`src/inc/synth_ctrl_pkg.sv`:
```
// shared constants and types for the synthesiser serial control block
package synth_ctrl_pkg;
	// fixed upper part of the slave address, msb first
	localparam logic [4:0] ADDR_FIXED    = 5'h18;
	localparam logic [3:0] BITS_PER_BYTE = 4'h8;
	localparam logic [3:0] CNT_ZERO      = 4'h0;
	localparam logic [3:0] CNT_ONE       = 4'h1;

	// values after reset or after loss of supply
	localparam logic [16:0] DIVIDER_RST  = 17'h00000;
	localparam logic        PRESCALE_RST = 1'b0;
	localparam logic [3:0]  REFDIV_RST   = 4'h0;
	localparam logic [1:0]  PUMP_RST     = 2'h0;
	localparam logic        GATE_RST     = 1'b1;
	localparam logic        OUTSEL_RST   = 1'b1;
	localparam logic [3:0]  PORTS_RST    = 4'h0;
	localparam logic [2:0]  TEST_RST     = 3'h0;
	localparam logic        FLAG_RST     = 1'b1;

	// field positions in the write bytes
	localparam int B_KIND      = 7;
	localparam int B2_DIV_LSB  = 0;
	localparam int B4_DIV_LSB  = 5;
	localparam int B4_PRESCALE = 4;
	localparam int B4_REFDIV   = 0;
	localparam int B5_PUMP     = 6;
	localparam int B5_GATE     = 5;
	localparam int B5_SEL      = 4;
	localparam int B5_PORT3    = 3;
	localparam int B5_SHARED   = 0;

	// field positions in the status byte
	localparam int ST_FLAG = 7;
	localparam int ST_LOCK = 6;

	// test function codes in the low two select bits, varactor disable in select bit 2
	localparam logic [1:0] TEST_SINK    = 2'h0;
	localparam logic [1:0] TEST_SOURCE  = 2'h1;
	localparam logic [1:0] TEST_PUMPOFF = 2'h2;
	localparam logic [1:0] TEST_DIVOUT  = 2'h3;
	localparam int         TEST_VARACTOR = 2;

	typedef enum logic [2:0] {
		S_IDLE  = 3'b000,
		S_ADDR  = 3'b001,
		S_AACK  = 3'b010,
		S_WDATA = 3'b011,
		S_WACK  = 3'b100,
		S_RDATA = 3'b101,
		S_RACK  = 3'b110
	} i2c_state_t;
endpackage : synth_ctrl_pkg

```
`src/rtl/i2c_line_sync.sv`:
```
// three-stage input synchroniser with agreement filter and edge pulses
`timescale 1ns/1ps
`default_nettype none
module i2c_line_sync #(
	parameter int               LINES = 3,
	parameter logic [LINES-1:0] IDLE  = '1
) (
	input  wire logic             clk,
	input  wire logic             rst_b,
	input  wire logic [LINES-1:0] rawIn,
	output logic      [LINES-1:0] level,
	output logic      [LINES-1:0] rise,
	output logic      [LINES-1:0] fall
);
	logic [LINES-1:0] stage1_q;
	logic [LINES-1:0] stage2_q;
	logic [LINES-1:0] stage3_q;

	genvar i;
	generate
		for (i = 0; i < LINES; i++) begin : g_line
			always_ff @(posedge clk or negedge rst_b) begin
				if (!rst_b) begin
					stage1_q[i] <= IDLE[i];
					stage2_q[i] <= IDLE[i];
					stage3_q[i] <= IDLE[i];
				end else begin
					stage1_q[i] <= rawIn[i];
					stage2_q[i] <= stage1_q[i];
					stage3_q[i] <= stage2_q[i];
				end
			end

			// a change counts once the last two stages agree
			always_ff @(posedge clk or negedge rst_b) begin
				if (!rst_b) begin
					level[i] <= IDLE[i];
					rise[i]  <= 1'b0;
					fall[i]  <= 1'b0;
				end else if (stage2_q[i] == stage3_q[i] &&
				             stage3_q[i] != level[i]) begin
					level[i] <= stage3_q[i];
					rise[i]  <= stage3_q[i];
					fall[i]  <= ~stage3_q[i];
				end else begin
					rise[i] <= 1'b0;
					fall[i] <= 1'b0;
				end
			end
		end
	endgenerate
endmodule : i2c_line_sync
`default_nettype wire

```
`src/rtl/synth_i2c_control_regs.sv`:
```
// serial control registers and status readback for the synthesiser
`timescale 1ns/1ps
`default_nettype none
// Function
// - prescaler enable bit selects divide-by-two path
// - prescaler enable is a static level
// - two-bit code selects one of four currents
// - test mode when gate low, select high
// - test writes keep stored low port bits
// - gate high, select low routes reference
// - gate high, select high routes comparison
// - gate low forces output high
// - gate and select default to one
// - address is 11000, variant, read/write bit
// - variant bits come from address level
// - bytes msb first; divider word layout
// - control bytes carry listed fields
// - select bit meaning depends on gate
// - port 0 follows byte except test
// - status: flag, lock, three zeros, adc
// - adc code reported from five bands
// - test sink/source force pump and lock
// - top test bit disables varactor drive
// - first byte msb picks byte pair
// - divider applied on all bits or stop
// - master nack ends the read
// - flag cleared by stop after read
module synth_i2c_control_regs
	import synth_ctrl_pkg::*;
(
	input  wire logic        clk,
	input  wire logic        rst_b,
	input  wire logic        sclIn,
	input  wire logic        sdaIn,
	output logic             sdaOut,
	output logic             sdaOeB,
	input  wire logic        supplyLowIn,
	input  wire logic [1:0]  addrVariant,
	input  wire logic        lockIn,
	input  wire logic [2:0]  adcCode,
	input  wire logic        refFreqIn,
	input  wire logic        compFreqIn,
	input  wire logic        dividerOutput,
	output logic      [16:0] dividerRatio,
	output logic             prescalerEnable,
	output logic      [3:0]  refdivSelect,
	output logic      [1:0]  pumpCurrentSel,
	output logic             pumpForceSink,
	output logic             pumpForceSource,
	output logic             pumpDisable,
	output logic             varactorDisable,
	output logic             refCompOut,
	output logic      [3:0]  portLevels,
	output logic      [3:0]  portOeB
);

	i2c_state_t  state_q;
	logic [3:0]  bitCnt_q;
	logic [7:0]  rxByte_q;
	logic [7:0]  txByte_q;
	logic        sdaLow_q;
	logic        readMode_q;
	logic        readSeen_q;
	logic        pairSecond_q;
	logic        pairHigh_q;
	logic [16:0] divStage_q;
	logic        got2_q;
	logic        got3_q;
	logic        got4_q;
	logic [16:0] divider_q;
	logic        prescale_q;
	logic [3:0]  refdiv_q;
	logic [1:0]  pump_q;
	logic        gate_q;
	logic        outSel_q;
	logic [3:0]  ports_q;
	logic [2:0]  testSel_q;
	logic        flag_q;
	logic        divPrev_q;
	logic        divHalf_q;
	logic        refComp_q;
	logic [3:0]  portOut_q;
	logic [2:0]  lvl;
	logic [2:0]  rise;
	logic [2:0]  fall;
	logic        sclLvl;
	logic        sdaLvl;
	logic        supplyLow;
	logic        sclRise;
	logic        sclFall;
	logic        startEv;
	logic        stopEv;
	logic        addrMatch;
	logic        byteDone;
	logic        commit;
	logic        divLoad;
	logic        testMode;
	logic        lockRep;
	logic [7:0]  statusByte;

	// scl, sda and supply monitor share one filtered front end
	i2c_line_sync #(
		.LINES (3),
		.IDLE  (3'b011)
	) u_sync (
		.clk   (clk),
		.rst_b (rst_b),
		.rawIn ({supplyLowIn, sdaIn, sclIn}),
		.level (lvl),
		.rise  (rise),
		.fall  (fall)
	);

	assign sclLvl    = lvl[0];
	assign sdaLvl    = lvl[1];
	assign supplyLow = lvl[2];
	assign sclRise   = rise[0];
	assign sclFall   = fall[0];
	assign startEv   = fall[1] & sclLvl;
	assign stopEv    = rise[1] & sclLvl;

	assign addrMatch = rxByte_q[7:3] == ADDR_FIXED &&
	                   rxByte_q[2:1] == addrVariant;
	assign byteDone  = state_q == S_WDATA && sclFall &&
	                   bitCnt_q == BITS_PER_BYTE;

	// lock report is overridden by the sink and source tests
	assign testMode = ~gate_q & outSel_q;
	always_comb begin
		lockRep = lockIn;
		if (testMode && testSel_q[1:0] == TEST_SINK)
			lockRep = 1'b1;
		else if (testMode && testSel_q[1:0] == TEST_SOURCE)
			lockRep = 1'b0;
	end
	assign statusByte = {flag_q, lockRep, 3'h0, adcCode};

	// bus protocol: bits sampled on scl rise, sda changed on scl fall
	always_ff @(posedge clk or negedge rst_b) begin
		if (!rst_b) begin
			state_q    <= S_IDLE;
			bitCnt_q   <= CNT_ZERO;
			rxByte_q   <= 8'h00;
			txByte_q   <= 8'h00;
			sdaLow_q   <= 1'b0;
			readMode_q <= 1'b0;
		end else if (stopEv) begin
			state_q  <= S_IDLE;
			sdaLow_q <= 1'b0;
		end else if (startEv) begin
			state_q  <= S_ADDR;
			bitCnt_q <= CNT_ZERO;
			sdaLow_q <= 1'b0;
		end else begin
			unique case (state_q)
				S_IDLE: begin
				end
				S_ADDR, S_WDATA: begin
					if (sclRise) begin
						rxByte_q <= {rxByte_q[6:0], sdaLvl};
						bitCnt_q <= bitCnt_q + CNT_ONE;
					end else if (sclFall && bitCnt_q == BITS_PER_BYTE) begin
						bitCnt_q <= CNT_ZERO;
						if (state_q == S_WDATA) begin
							sdaLow_q <= 1'b1;
							state_q  <= S_WACK;
						end else if (addrMatch) begin
							sdaLow_q   <= 1'b1;
							readMode_q <= rxByte_q[0];
							state_q    <= S_AACK;
						end else begin
							state_q <= S_IDLE;
						end
					end
				end
				S_WACK: begin
					if (sclFall) begin
						sdaLow_q <= 1'b0;
						state_q  <= S_WDATA;
					end
				end
				S_AACK, S_RACK: begin
					if (sclRise && state_q == S_RACK && sdaLvl) begin
						state_q <= S_IDLE;
					end else if (sclFall) begin
						bitCnt_q <= CNT_ZERO;
						if (state_q == S_RACK || readMode_q) begin
							sdaLow_q <= ~statusByte[7];
							txByte_q <= {statusByte[6:0], 1'b0};
							state_q  <= S_RDATA;
						end else begin
							sdaLow_q <= 1'b0;
							state_q  <= S_WDATA;
						end
					end
				end
				S_RDATA: begin
					if (sclRise) begin
						bitCnt_q <= bitCnt_q + CNT_ONE;
					end else if (sclFall) begin
						if (bitCnt_q == BITS_PER_BYTE) begin
							sdaLow_q <= 1'b0;
							bitCnt_q <= CNT_ZERO;
							state_q  <= S_RACK;
						end else begin
							sdaLow_q <= ~txByte_q[7];
							txByte_q <= {txByte_q[6:0], 1'b0};
						end
					end
				end
				default: state_q <= S_IDLE;
			endcase
		end
	end

	assign sdaOut = 1'b0;
	assign sdaOeB = ~sdaLow_q;

	// byte pairing and divider staging within one transfer
	assign commit  = (got2_q & got3_q & got4_q) |
	                 (stopEv & (got2_q | got3_q | got4_q));
	assign divLoad = commit | supplyLow;
	always_ff @(posedge clk or negedge rst_b) begin
		if (!rst_b) begin
			pairSecond_q <= 1'b0;
			pairHigh_q   <= 1'b0;
			divStage_q   <= DIVIDER_RST;
			got2_q       <= 1'b0;
			got3_q       <= 1'b0;
			got4_q       <= 1'b0;
		end else if (supplyLow || startEv || commit) begin
			pairSecond_q <= pairSecond_q & ~startEv & ~supplyLow;
			if (supplyLow)
				divStage_q <= DIVIDER_RST;
			got2_q <= 1'b0;
			got3_q <= 1'b0;
			got4_q <= 1'b0;
		end else if (byteDone) begin
			pairSecond_q <= ~pairSecond_q;
			if (!pairSecond_q) begin
				pairHigh_q <= rxByte_q[B_KIND];
				if (rxByte_q[B_KIND]) begin
					divStage_q[16:15] <= rxByte_q[B4_DIV_LSB+:2];
					got4_q <= 1'b1;
				end else begin
					divStage_q[14:8] <= rxByte_q[B2_DIV_LSB+:7];
					got2_q <= 1'b1;
				end
			end else if (!pairHigh_q) begin
				divStage_q[7:0] <= rxByte_q;
				got3_q <= 1'b1;
			end
		end
	end

	always_ff @(posedge clk or negedge rst_b) begin
		if (!rst_b)
			divider_q <= DIVIDER_RST;
		else if (supplyLow)
			divider_q <= DIVIDER_RST;
		else if (commit)
			divider_q <= divStage_q;
	end

	// control bytes take effect as soon as each completes
	always_ff @(posedge clk or negedge rst_b) begin
		if (!rst_b) begin
			prescale_q <= PRESCALE_RST;
			refdiv_q   <= REFDIV_RST;
			pump_q     <= PUMP_RST;
			gate_q     <= GATE_RST;
			outSel_q   <= OUTSEL_RST;
			ports_q    <= PORTS_RST;
			testSel_q  <= TEST_RST;
		end else if (supplyLow) begin
			prescale_q <= PRESCALE_RST;
			refdiv_q   <= REFDIV_RST;
			pump_q     <= PUMP_RST;
			gate_q     <= GATE_RST;
			outSel_q   <= OUTSEL_RST;
			ports_q    <= PORTS_RST;
			testSel_q  <= TEST_RST;
		end else if (byteDone && !pairSecond_q && rxByte_q[B_KIND]) begin
			prescale_q <= rxByte_q[B4_PRESCALE];
			refdiv_q   <= rxByte_q[B4_REFDIV+:4];
		end else if (byteDone && pairSecond_q && pairHigh_q) begin
			pump_q     <= rxByte_q[B5_PUMP+:2];
			gate_q     <= rxByte_q[B5_GATE];
			outSel_q   <= rxByte_q[B5_SEL];
			ports_q[3] <= rxByte_q[B5_PORT3];
			if (!rxByte_q[B5_GATE] && rxByte_q[B5_SEL])
				testSel_q <= rxByte_q[B5_SHARED+:3];
			else
				ports_q[2:0] <= rxByte_q[B5_SHARED+:3];
		end
	end

	// power-on flag: a supply loss wins over the clearing stop
	always_ff @(posedge clk or negedge rst_b) begin
		if (!rst_b) begin
			flag_q     <= FLAG_RST;
			readSeen_q <= 1'b0;
		end else begin
			if (stopEv)
				readSeen_q <= 1'b0;
			else if (state_q == S_RDATA)
				readSeen_q <= 1'b1;
			if (supplyLow)
				flag_q <= 1'b1;
			else if (stopEv && readSeen_q)
				flag_q <= 1'b0;
		end
	end

	// output pins and divided test clock
	always_ff @(posedge clk or negedge rst_b) begin
		if (!rst_b) begin
			divPrev_q <= 1'b0;
			divHalf_q <= 1'b0;
			refComp_q <= 1'b1;
			portOut_q <= PORTS_RST;
		end else begin
			divPrev_q <= dividerOutput;
			if (dividerOutput && !divPrev_q)
				divHalf_q <= ~divHalf_q;
			if (!gate_q)
				refComp_q <= 1'b1;
			else if (outSel_q)
				refComp_q <= compFreqIn;
			else
				refComp_q <= refFreqIn;
			portOut_q[3:1] <= ports_q[3:1];
			if (testMode && testSel_q[1:0] == TEST_DIVOUT)
				portOut_q[0] <= divHalf_q;
			else
				portOut_q[0] <= ports_q[0];
		end
	end

	assign dividerRatio    = divider_q;
	assign prescalerEnable = prescale_q;
	assign refdivSelect    = refdiv_q;
	assign pumpCurrentSel  = pump_q;
	assign pumpForceSink   = testMode && testSel_q[1:0] == TEST_SINK;
	assign pumpForceSource = testMode && testSel_q[1:0] == TEST_SOURCE;
	assign pumpDisable     = testMode && testSel_q[1:0] == TEST_PUMPOFF;
	assign varactorDisable = testMode & testSel_q[TEST_VARACTOR];
	assign refCompOut      = refComp_q;
	assign portLevels      = portOut_q;
	assign portOeB         = {4{flag_q}};
endmodule : synth_i2c_control_regs
`default_nettype wire

```
`config.mk`:
```
export PLATFORM = sky130hd
export DESIGN_NAME = synth_i2c_control_regs
export DESIGN_NICKNAME = d
export VERILOG_FILES = /design/src/inc/synth_ctrl_pkg.sv /design/src/rtl/i2c_line_sync.sv /design/src/rtl/synth_i2c_control_regs.sv
export SDC_FILE = /design/constraint.sdc
export NUM_CORES = 1
export LEC_CHECK = 0
export ABC_AREA = 1
export BUFFER_PORTS_ARGS = -buffer_cell sky130_fd_sc_hd__clkbuf_2
export CORE_MARGIN = 5
export CORE_UTILIZATION = 41
export CTS_BUF_LIST = sky130_fd_sc_hd__clkbuf_8
export CTS_CLUSTER_SIZE = 40
export DETAILED_ROUTE_END_ITERATION = 16
export PLACE_DENSITY = 0.61
export SLEW_MARGIN = 20
export SYNTH_ARGS = -nofsm -noshare
export SYNTH_HDL_FRONTEND = slang
export SYNTH_SLANG_ARGS = --single-unit
```
`constraint.sdc`:
```
create_clock -name clk -period 1.7 [get_ports clk]
set_clock_uncertainty 0.15 [all_clocks]
set_input_delay 0.085 -clock clk [delete_from_list [all_inputs] [get_ports clk]]
set_output_delay 0.085 -clock clk [all_outputs]
set_load 0.02 [all_outputs]
```
After elaboration in Yosys (flattened, before gate mapping)
Index checks and enable logic that the tools add are counted.
- bits in registers: 105
- memories kept: 0
- logic and storage cells: 278
- output and inout port bits: 39
- bits in read-only memories: 0
- RAM bits: 0
- bits in latches: 0
- shift operators: 0
- equal/unequal tests: 46
- magnitude comparators: 0
- bitwise operators: 26
- reduce and logical (&&, ||, !) cells: 58
- divide/modulo/power cells: 0
- multiply operators: 0
- multiplexer cells: 102
- $add $sub $neg: 1
- operators with widths (cell ; number):
    two-way mux 17 bit ; 5
    two-way mux 8 bit ; 8
    two-way mux 4 bit ; 13
    two-way mux 3 bit ; 17
    two-way mux 1 bit ; 48
    logical AND 1 bit ; 20
    inequality test 4 x 3 -> 1 bit, second input constant ; 5
    inequality test 4 bit, second input constant ; 5
    nonzero test 2 bit ; 10
    AND reduction 3 bit ; 6
    AND reduction 9 bit ; 2
    inequality test 2 x 1 -> 1 bit, second input constant ; 8
    one-hot mux 8 bit (2 select lines) ; 1
    AND reduction 4 bit ; 4
    one-hot mux 3 bit (5 select lines) ; 1
    inverter 1 bit ; 14
    AND reduction 7 bit ; 2
    one-hot mux 4 bit (3 select lines) ; 1
    two-way mux 2 bit ; 5
    AND 1 bit ; 9
    == test 3 bit, second input constant ; 3
    two-way mux 9 bit ; 1
    inequality test 2 bit, second input constant ; 4
    AND reduction 8 bit ; 1
    other kinds (26) ; 40

Depth between registers and ports, before layout
Gate-level depths: netlist (run 1).
- depth after elaboration: 9
- depth in mapped cells: 11

Cells and area by module
From an unflattened synthesis (run 1), not the netlist that was laid out.
- cells, all modules: 589
- area, all modules: 4926.0 um^2
- by module, submodules not included (module ; times used ; area an instance (um^2) ; sequential area each (um^2) ; cells each):
    synth_i2c_control_regs ; 1 ; 4390.5 ; 2207.1 ; 553
    i2c_line_sync ; 1 ; 535.5 ; 460.4 ; 36

Least setup slack after synthesis (run 1)
Ideal clock, no wire load.
- kind: register to register
- start point: reg bitCnt_q[0]
- end point: reg divStage_q[10]
- library setup time: 0.117 ns
- period minus slack after synthesis: 1.736 ns
- setup slack: -0.036 ns
- stages on the path, launching flop included: 10
- buffers on the path: 0
- arrival time: 1.469 ns
- cells stage by stage: dfrtp_1 inv_1 ha_1 nand3_1 nor2_2 nand2_4 o21ai_4 nand2_2 nand2_1 nand2_1
- cells in the longest elaborated chain, start to end: 4
- RTL lines (element ; RTL line ; RTL):
    start: declaration ; synth_i2c_control_regs.sv:58 ; logic [3:0] bitCnt_q;
    start signal: assignment ; synth_i2c_control_regs.sv:161 ; bitCnt_q <= bitCnt_q + CNT_ONE;
    start signal: assignment ; synth_i2c_control_regs.sv:199 ; bitCnt_q <= bitCnt_q + CNT_ONE;
    == test 4 bit ; synth_i2c_control_regs.sv:125 ; bitCnt_q == BITS_PER_BYTE;
    logical AND 1 bit ; synth_i2c_control_regs.sv:124 ; assign byteDone = state_q == S_WDATA && sclFall &&
    nonzero test 2 bit (no line) ; -- ;
    AND reduction 4 bit (no line) ; -- ;
    end signal: assignment ; synth_i2c_control_regs.sv:246 ; divStage_q[14:8] <= rxByte_q[B2_DIV_LSB+:7];
    end: declaration ; synth_i2c_control_regs.sv:66 ; logic [16:0] divStage_q;
Every way passes these cells.
A chain may end at the register's enable or synchronous reset.

Final worst setup path (run 1)
- start point: reg bitCnt_q[1]
- end point: reg ports_q[3]
- cells in the longest elaborated chain, start to end: 6
- elaborated cells on any way between the ends: 9
- those cells by class: eq/ne: 2; reduce/logical: 7
- RTL lines (element ; RTL line ; RTL):
    == test 4 bit (*) ; synth_i2c_control_regs.sv:125 ;
    logical AND 1 bit (*) ; synth_i2c_control_regs.sv:124 ;
    logical AND 1 bit, on equally long branches (2 in a row) ; synth_i2c_control_regs.sv:283, synth_i2c_control_regs.sv:286 ;
    inequality test 2 x 1 -> 1 bit (no line) / nonzero test 2 bit (equally long branches) ; -- ;
    AND reduction 2 bit (no line) (*) ; -- ;
    end signal: assignment ; synth_i2c_control_regs.sv:290 ; ports_q[3] <= rxByte_q[B5_PORT3];
    end: declaration ; synth_i2c_control_regs.sv:76 ; logic [3:0] ports_q;
Mark *: on every way between the ends. The rest lies on a longest branch, timed or not.

==> metrics, run 1 <==
row count=39; Via density=4.90; die height=approximately 120 um; Antenna diodes=0; Wirelength per Cell=14.2 um; final net count=695; Synth Flop Type=dfrtp_1; Finished Cell Area=6300 um^2; Die ar.=about 14000 um^2; Synth top area share=0.486; DR vias=4049; first-pass GRT wire length=a little under 20 mm; Core Area=11400 um^2; clock tree from TritonCTS=done; top cells by count, synth=172 x nand2_1, 92 x dfrtp_1, 67 x nand3_1; simple-gate area share of the yosys netlist=0.300; unrepaired setup endpoints after global routing=yes; final core occ=0.554; fmax=0.582 GHz; final setup violating endpoints=3; starting density of the core=0.416; Worst Path Max Fanout=4; first-pass detailed-route iteration total=4; period utilisation layout=1.01; CP Data Arrival Time=roughly 1.9 ns; violated checks=setup timing; Ys Warns=0; Initial DRC Count=250; dpl cell area=roughly 5500 um^2; Lkg Pwr=between 3 and 4 nW; outcome=complete, but fails checks; fill cell total of the finished layout=1039; Synth Area in Adders=0.00740; Power, Total=5.66 mW; Period minus WS final=1.72 ns; Storage cell area=2620 um^2; DP Worst Slack=-0.0746 ns; CTS H-tree lvls=3; Root Driver=clkbuf_8; xor and xnor area share after synthesis=0.00555; EDFF count, synth=0; Worst Hold Class=primary input to asynchronous set/reset pin; dpl hpwl=8.23 mm; Min Hold Slack=~0.028 ns; P&R area growth vs syn=33.1%; Remaining DRCs=0; CTS clk-pin slew, worst paths=0.11 ns; VDD IR max=0.765 mV; maximum clock path buffer count=2; Port Buffers=51; area leader, netlist=dfrtp_1; Mapped Nets=574; synthesized area=4730 um^2; placer congestion estimate=0.852; fin worst setup slack=-0.0169 ns; TritonCTS Buffers=9; CTS Sinks=between 100 and 150; max_cap viols=0; nature of the critical path endpoint=flop; Fin. Hold Viols=0; most frequent cell after synthesis=nand2_1; Detailed Route WL=between 10 and 15 mm; vias in the first global route=3948; share of cells above drive strength 1=0.361; largest family of logic cells by synthesized area=simple AND/OR/NAND/NOR gates; Cells after Synth=558; multi-input logic area=~2200 um^2; power per cell area=approximately 900 nW/um^2; mean area per synthesized cell=8.48 um^2; Netlist cell types=35; total gr overflow=0; register area share after synthesis=0.553; Critical Path Source Type=flop; Yosys reg bits=104; Worst EP required=1.86 ns; largest net degree at the start of global routing=42; final number of max-transition violations=0; DRT antenna net count=0; mux cell area share after synthesis=0.0161; Clk Latency, worst-skew pair=0.39 ns; total track usage=0.175; initial antenna violation count=0; ys async rst share=1.00; crit path kind=flop to flop; Die X=117 um; Boundary Pins=53; Area contributors post-synth=dfrtp_1 49%, nand2_1 14%, nand3_1 7.1%; Compound-Gate Fraction of Synth Area=0.0547
[sequential cells by signal (all words and copies together) (netlist names), 4 cells and up]
signal        cells
divStage_q       17
dividerRatio     17
rxByte_q          8
txByte_q          7
bitCnt_q          4
portLevels        4
ports_q           4
refdivSelect      4
[path summary, 6_finish.rpt]
path,start,to,depth (start not counted),slack (ns)
setup / recovery,bitCnt_q[1],ports_q[3],7,-0.02
hold / removal,rst_b,pumpCurrentSel[1],2,0.03
setup reg to reg,bitCnt_q[1],ports_q[3],7,-0.02
hold reg to reg,u_sync.stage1_q[2],u_sync.stage2_q[2],0,0.21
max in group asynchronous,rst_b,flag_q,3,0.77
min in group clk,addrVariant[0],state_q[1],8,0.08
[through the flow]
step           std cells  setup TNS [ns]
2_1_floorplan        558               0
3_3_place_gp         787          -0.799
3_5_place_dp         787           -1.51
4_1_cts              823          -0.583
5_1_grt              827           -3.42
6_report             827         -0.0215
[cell type report]
| cell class | instances | share of cell area |
|---|---|---|
| well taps | 143 | 0.0284 |
| inverters | 50 | 0.0302 |
| flip-flops and latches | 104 | 0.416 |
| multi-input cells | 386 | 0.342 |
| clock inverters | 6 | 0.0121 |
| clock buffers | 10 | 0.0218 |
| repair buffers | 128 | 0.150 |
[cells in the final DEF (no fill, tap or decap), types with 2 or more instances in the layout]
master         count
nand2_1          153
dfrtp_1           90
buf_4             60
nand3_1           55
clkbuf_2          46
inv_1             35
nor2_1            33
o21ai_0           19
nand2_2           19
o21ai_1           16
inv_2             14
nor2_4            13
nor2_2            13
dfstp_2           12
dlygate4sd3_1     11
nand3_2           10
clkbuf_8          10
nand2_4            8
nand4_1            8
buf_6              7
mux2_2             5
nand3_4            4
nor3_2             3
a21oi_2            3
o21ai_4            3
a21oi_1            3
buf_12             3
nor3b_1            2
o21ai_2            2
mux2i_1            2
xor2_1             2
clkinvlp_4         2
inv_8              2
dfrtp_2            2
[repair_timing]
item,4_1_cts,5_1_grt
pin swaps,11,29
endpoints found under the setup margin,49,73
gates cloned,1,0
setup buffers,8,4
gates resized for setup,30,83
endpoints found under the hold margin,105,0
hold buffers,11,0
[kinds of logic after synthesis]
family / Yosys count
AND/OR/NAND/NOR: 323
AO/OA/AOI/OAI: 48
multiplexers: 7
XOR/XNOR: 3
adder cells (fa/ha/maj): 3
other: 1
flip-flops: 104
buffers and inverters: 69
[critical path: stages, from the launching register on]
cell,delay (ns)
dfrtp_1,0.40
inv_2,0.07
ha_4,0.14
nand4_1,0.16
nor2_2,0.20
buf_4,0.15
nand4_1,0.15
o21ai_0,0.23
[metal layers]
layer	vias up	part of all wire	global-route usage	routed length, um
met5	-	0	0	0
met2	73	0.49	0.271	5710
met3	13	0.043	0.0510	501
li1	2034	-	-	-
met4	0	0.014	0.0500	168
met1	1929	0.46	0.239	5390
[power breakdown]
part	internal, mW	switching (mW)	leakage (nW)	total (mW)
logic	0.485	0.722	1.67	1.21
registers	2.68	0.125	1.37	2.81
clock network	0.743	0.901	0.103	1.64
Power figures use the tool's default switching activity.
==> run 2, diff against run 1 <==
--- a/config.mk
+++ b/config.mk
@@ -12,7 +12,7 @@
 export CTS_BUF_LIST = sky130_fd_sc_hd__clkbuf_8
 export CTS_CLUSTER_SIZE = 40
 export DETAILED_ROUTE_END_ITERATION = 16
-export PLACE_DENSITY = 0.61
+export PLACE_DENSITY = 0.58
 export SLEW_MARGIN = 20
 export SYNTH_ARGS = -nofsm -noshare
 export SYNTH_HDL_FRONTEND = slang
==> constraint.sdc (replaced) <==
create_clock -name clk -period 1.8 [get_ports clk]
set_clock_uncertainty 0.15 [all_clocks]
set_input_delay 0.09 -clock clk [delete_from_list [all_inputs] [get_ports clk]]
set_output_delay 0.09 -clock clk [all_outputs]
set_load 0.02 [all_outputs]
==> run 2 against run 1 <==
Compared with the run above:
- the flow still finishes with violations (setup timing)
- worst setup slack got worse by 0.021 ns
- utilization fell by 3.5 points
- final cell count fell by 3.6%
- power fell by 11%
- routed wire length fell by 6.9%
- critical path type unchanged
- worst hold slack improved by 0.021 ns
==> metrics, run 2 (same netlist as run 1, synthesis figures left out) <==
DR vias=3919 (-3.2%); Clk Latency, worst-skew pair=0.38 ns (about the same); crit path launch=bitCnt_q[1]; Setup crit end=divStage_q[1]; initial antenna violation count=0 (unchanged); commonest non-fill, non-tap cell in the layout=nand2_1; CTS H-tree lvls=3 (unchanged); largest net degree at the start of global routing=37 (-12%); starting density of the core=0.416 (unchanged); Port Buffers=51 (unchanged); Slowest-stage cell, CP=dfrtp_1; Root Driver=clkbuf_8; Remaining DRCs=0 (unchanged); R2R setup slack=-0.04 ns (-0.02 ns); dpl hpwl=7.84 mm (-4.7%); most frequent cells in the layout=156 x nand2_1, 90 x dfrtp_1, 63 x nand3_1; first-pass GRT wire length=18.7 mm (-5.4%); CTS clk-pin slew, worst paths=0.10 ns (about the same); final core occ=0.519 (-0.0354); Critical Path Source Type=flop; final setup violating endpoints=11 (+8); DRT antenna net count=0 (unchanged); outcome=complete, but fails checks; unrepaired setup endpoints after global routing=yes; Antenna diodes=0 (unchanged); Worst EP required=1.97 ns (+0.11 ns); Lkg Pwr=2.98 nW (-5.3%); TritonCTS Buffers=9 (unchanged); placer congestion estimate=0.899 (+5.5%); total gr overflow=0 (unchanged); placed cells=763 (-3.0%); final net count=665 (-4.3%); crit path cell chain=inv_2 > ha_4 > nand3_4 > nor2_4 > nand2_4 > nor3_4 > nand2_4 > nand2_8 > nand2_1 > nand2_1; nature of the critical path endpoint=flop; power per cell area=853 nW/um^2 (-4.9%); Period minus WS final=1.84 ns (+0.121 ns); Core Area=11400 um^2 (unchanged); final number of max-transition violations=0 (unchanged); first-pass detailed-route iteration total=4 (unchanged); vias in the first global route=3834 (-2.9%); period utilisation layout=1.02 (+0.0112); crit path kind=flop to flop; share of cells above drive strength 1=0.287 (-0.0736); P&R area growth vs syn=24.6%; violated checks=setup timing; total track usage=0.163 (-0.0114); fmax=0.544 GHz (-6.6%); DP Worst Slack=-0.0532 ns (+0.0214 ns); r2r startpoint=bitCnt_q[1]; Worst Path Max Fanout=8 (+4); r2r endpoint=divStage_q[1]; Die ar.=13800 um^2 (unchanged); Post-Layout Cell Count=797 (-3.6%); Via density=4.92 (+0.43%); maximum clock path buffer count=2 (unchanged); Worst Hold Class=primary input to asynchronous set/reset pin; R2R depth=10 (+3); die height=117 um (unchanged); Fin. Hold Viols=0 (unchanged); Detailed Route WL=11.0 mm (-6.9%); max_cap viols=0 (unchanged); Setup TNS=-0.155 ns (-0.134 ns); CTS Sinks=104 (unchanged); Boundary Pins=53 (unchanged); Min Hold Slack=0.0486 ns (+0.0211 ns); CP Data Arrival Time=2.01 ns (+0.13 ns); clock tree from TritonCTS=done; max incr delay on CP=0.41 ns (about the same); Initial DRC Count=169 (-32%); row count=39 (unchanged); fin worst setup slack=-0.0381 ns (-0.0212 ns); Die X=117 um (unchanged); Wirelength per Cell=13.7 um (-3.4%); VDD IR max=0.516 mV (-33%)
-- run 2: worst max-delay path, delay by kind of cell (launching register included) --
family	cells	cell delay, ns
fa+ha+maj	1	0.14
buf+inv	1	0.08
flops	1	0.41
simple gates	8	0.99
-- run 2: routing by layer --
| metal | wire length [um] | track usage | share of wire |
|---|---|---|---|
| met1 | 4950 | 0.215 | 0.45 |
| met2 | 5450 | 0.266 | 0.50 |
| met3 | 424 | 0.0375 | 0.039 |
| met4 | 134 | 0.0566 | 0.012 |
| met5 | 0 | 0 | 0 |
-- run 2: layout make-up --
type                       instances  area, um^2
sequential                       104        2620
inverter                          50         193
multi-input combinational        387        2040
tap                              143         179
clock inverter                     7        55.1
clock buffer                       9         124
fill                            1070        5470
timing repair buffer              97         691
-- run 2: per-stage QoR --
stage | cell area (um^2) | power [mW]
floorplan | 4730 | 3.22
global placement | 5330 | 3.56
detailed placement | 5330 | 3.58
CTS | 5640 | 4.99
global route | 5900 | 5.36
finish | 5900 | 5.03
-- run 2: worst min-delay path by stage --
stage,slack [ns],endpoint
5_1_grt,0.07,portLevels[0]
3_5_place_dp,-0.08,portLevels[0]
2_1_floorplan,-0.36,bitCnt_q[0]
4_1_cts,0.04,portLevels[0]
6_report,0.05,portLevels[0]
3_3_place_gp,-0.09,portLevels[0]
-- run 2: what timing repair did --
item / 4_1_cts / 5_1_grt
hold buffers: 11 / 0
gates cloned: 0 / 2
buffers inserted: 1 / 4
resized for setup: 6 / 67
setup endpoints to repair: 28 / 58
hold endpoints to repair: 103 / 0
pin swaps: 3 / 13
-- run 2: power by group --
part           switching, mW  leakage, nW  total [mW]  internal, mW
clock network          0.839       0.0973        1.36         0.521
registers              0.121         1.37        2.65          2.53
logic                  0.628         1.51        1.02         0.393
==> run 3, diff against run 2 <==
--- a/config.mk
+++ b/config.mk
@@ -12,6 +12,7 @@
 export CTS_BUF_LIST = sky130_fd_sc_hd__clkbuf_8
 export CTS_CLUSTER_SIZE = 40
 export DETAILED_ROUTE_END_ITERATION = 16
+export MAX_ROUTING_LAYER = met4
 export PLACE_DENSITY = 0.58
 export SLEW_MARGIN = 20
 export SYNTH_ARGS = -nofsm -noshare
==> constraint.sdc (replaced) <==
create_clock -name clk -period 1.8 [get_ports clk]
set_clock_uncertainty 0.15 [all_clocks]
set_input_delay 0.09 -clock clk [delete_from_list [all_inputs] [get_ports clk]]
set_output_delay 0.09 -clock clk [all_outputs]
set_load 0.1 [all_outputs]
==> run 3 against run 2 <==
Compared with the run above:
- the flow now finishes without violations
- combinational power increased by 24%
- critical endpoint is now divStage_q[6]
- sequential power about the same
- utilization increased by 1.7 points
- sequential share of layout area decreased by 1.5 points
- sequential cell count unchanged
- critical path depth unchanged
- non-clock buffer count increased by 17
- die area unchanged
==> metrics, run 3 (same netlist as run 1, synthesis figures left out) <==
outcome=finished clean; crit path kind=flop to flop; final setup violating endpoints=0 (-11); die height=117 um (unchanged); VDD IR max=0.682 mV (+32%); Min Hold Slack=0.133 ns (+0.0843 ns); final core occ=0.536 (+0.0175); Slew HR=0.636; dpl hpwl=8.11 mm (+3.4%); Period minus WS final=1.80 ns (-0.0394 ns); Lkg Pwr=3.07 nW (+2.9%); R2R depth=10 (unchanged); Finished Cell Area=6100 um^2 (+3.4%); total track usage=0.176 (+0.0121); r2r endpoint=divStage_q[6]; R2R setup slack=0.001 ns (+0.04 ns); total gr overflow=0 (unchanged); placed cells=770 (+0.92%); Remaining DRCs=0 (unchanged); Core Area=11400 um^2 (unchanged); Worst Path Max Fanout=8 (unchanged); period utilisation layout=0.999 (-0.0219); clock tree from TritonCTS=done; Root Driver=clkbuf_8; max_cap viols=0 (unchanged); fmax=0.556 GHz (+2.2%); Slew @ Worst Pin=about 0.55 ns; Detailed Route WL=11.5 mm (+5.0%); Die X=117 um (unchanged); DR vias=3996 (+2.0%); Initial DRC Count=213 (+26%); starting density of the core=0.416 (unchanged); r2r startpoint=bitCnt_q[1]; Wirelength per Cell=14.1 um (+2.9%); most frequent cells in the layout=153 x nand2_1, 91 x dfrtp_1, 62 x nand3_1; Via density=4.92 (about the same); Critical Path Source Type=flop; TritonCTS Buffers=9 (unchanged); first-pass GRT wire length=19.4 mm (+3.7%); final number of max-transition violations=0 (unchanged); power per cell area=893 nW/um^2 (+4.6%); Worst EP required=1.98 ns (about the same); Boundary Pins=53 (unchanged); vias in the first global route=3914 (+2.1%); CP Data Arrival Time=1.98 ns (-0.03 ns); Fin. Hold Viols=0 (unchanged); nature of the critical path endpoint=flop; CTS Sinks=104 (unchanged); Slowest-stage cell, CP=dfrtp_1; final net count=681 (+2.4%); Setup TNS=0 ns (+0.155 ns); row count=39 (unchanged); P&R area growth vs syn=28.8%; Post-Layout Cell Count=813 (+2.0%); dpl cell area=5470 um^2 (+2.7%); first-pass detailed-route iteration total=4 (unchanged); Antenna diodes=0 (unchanged); largest net degree at the start of global routing=73 (+97%); CTS H-tree lvls=3 (unchanged); share of cells above drive strength 1=0.309 (+0.0215); crit path cell chain=inv_2 > ha_4 > nand3_4 > nor2_4 > nand2_4 > nor3_4 > nand2_4 > nand2_8 > nand2_1 > nand2_1; DRT antenna net count=0 (unchanged); Port Buffers=51 (unchanged); Worst Hold Class=primary input to asynchronous set/reset pin; commonest non-fill, non-tap cell in the layout=nand2_1; maximum clock path buffer count=2 (unchanged); CTS clk-pin slew, worst paths=0.11 ns (about the same); placer congestion estimate=0.851 (-5.3%); Die ar.=13800 um^2 (unchanged); initial antenna violation count=0 (unchanged); Clk Latency, worst-skew pair=0.39 ns (about the same); max incr delay on CP=0.41 ns (about the same); unrepaired setup endpoints after global routing=yes
[run 3: worst max-delay path, delay by kind of cell, from the launching register on]
| kind | cells | cell delay, ns |
|---|---|---|
| buffers and inverters | 1 | 0.07 |
| flip-flops | 1 | 0.41 |
| AND/OR/NAND/NOR | 8 | 0.97 |
| adder cells (fa/ha/maj) | 1 | 0.14 |
[run 3: worst max path at each step]
stage | end | cells past startpoint | slack [ns] | start
after floorplan | txByte_q[7] | 8 | -0.03 | outSel_q
after global placement | divStage_q[9] | 9 | -0.0004 | bitCnt_q[0]
after detailed placement | divStage_q[8] | 9 | -0.07 | bitCnt_q[1]
after CTS | pumpForceSink | 5 | -0.008 | outSel_q
after global routing | divStage_q[0] | 10 | -0.11 | bitCnt_q[1]
final | divStage_q[6] | 10 | 0.001 | bitCnt_q[1]
[run 3: where the power goes]
part	switching [mW]	leakage, nW	internal [mW]
Clock	0.839	0.106	0.689
Sequential	0.128	1.37	2.53
Combinational	0.862	1.59	0.396
[run 3: area by class of cell]
cell class | instances | area [um^2]
Sequential cell | 104 | 2620
Multi-Input combinational cell | 386 | 2040
Clock inverter | 6 | 66.3
Clock buffer | 10 | 138
Tap cell | 143 | 179
Inverter | 50 | 188
Fill cell | 1089 | 5270
Timing Repair Buffer | 114 | 870
[run 3: repair_timing]
item                                    4_1_cts  5_1_grt
pin swaps                                     3       18
hold buffers                                 12        0
endpoints found under the setup margin       28       58
buffers inserted                              4       10
resized for setup                             9       53
gates cloned                                  1        0
endpoints found under the hold margin       114        0
[run 3: metrics by stage]
step / power (mW) / worst slack (ns)
detailed placement: 3.82 / -0.0741
finish: 5.44 / 0.00124
global placement: 3.80 / -0.000445
CTS: 5.44 / -0.00792
floorplan: 3.45 / -0.0255
global route: 5.75 / -0.110
[run 3: per-layer routing]
layer  GRT usage  vias up  part of all wire
li1            -     1993                 -
met1       0.226     1902              0.46
met2       0.275       89              0.48
met3      0.0500       12             0.046
met4      0.0428        0             0.010
met5           -        -                 0
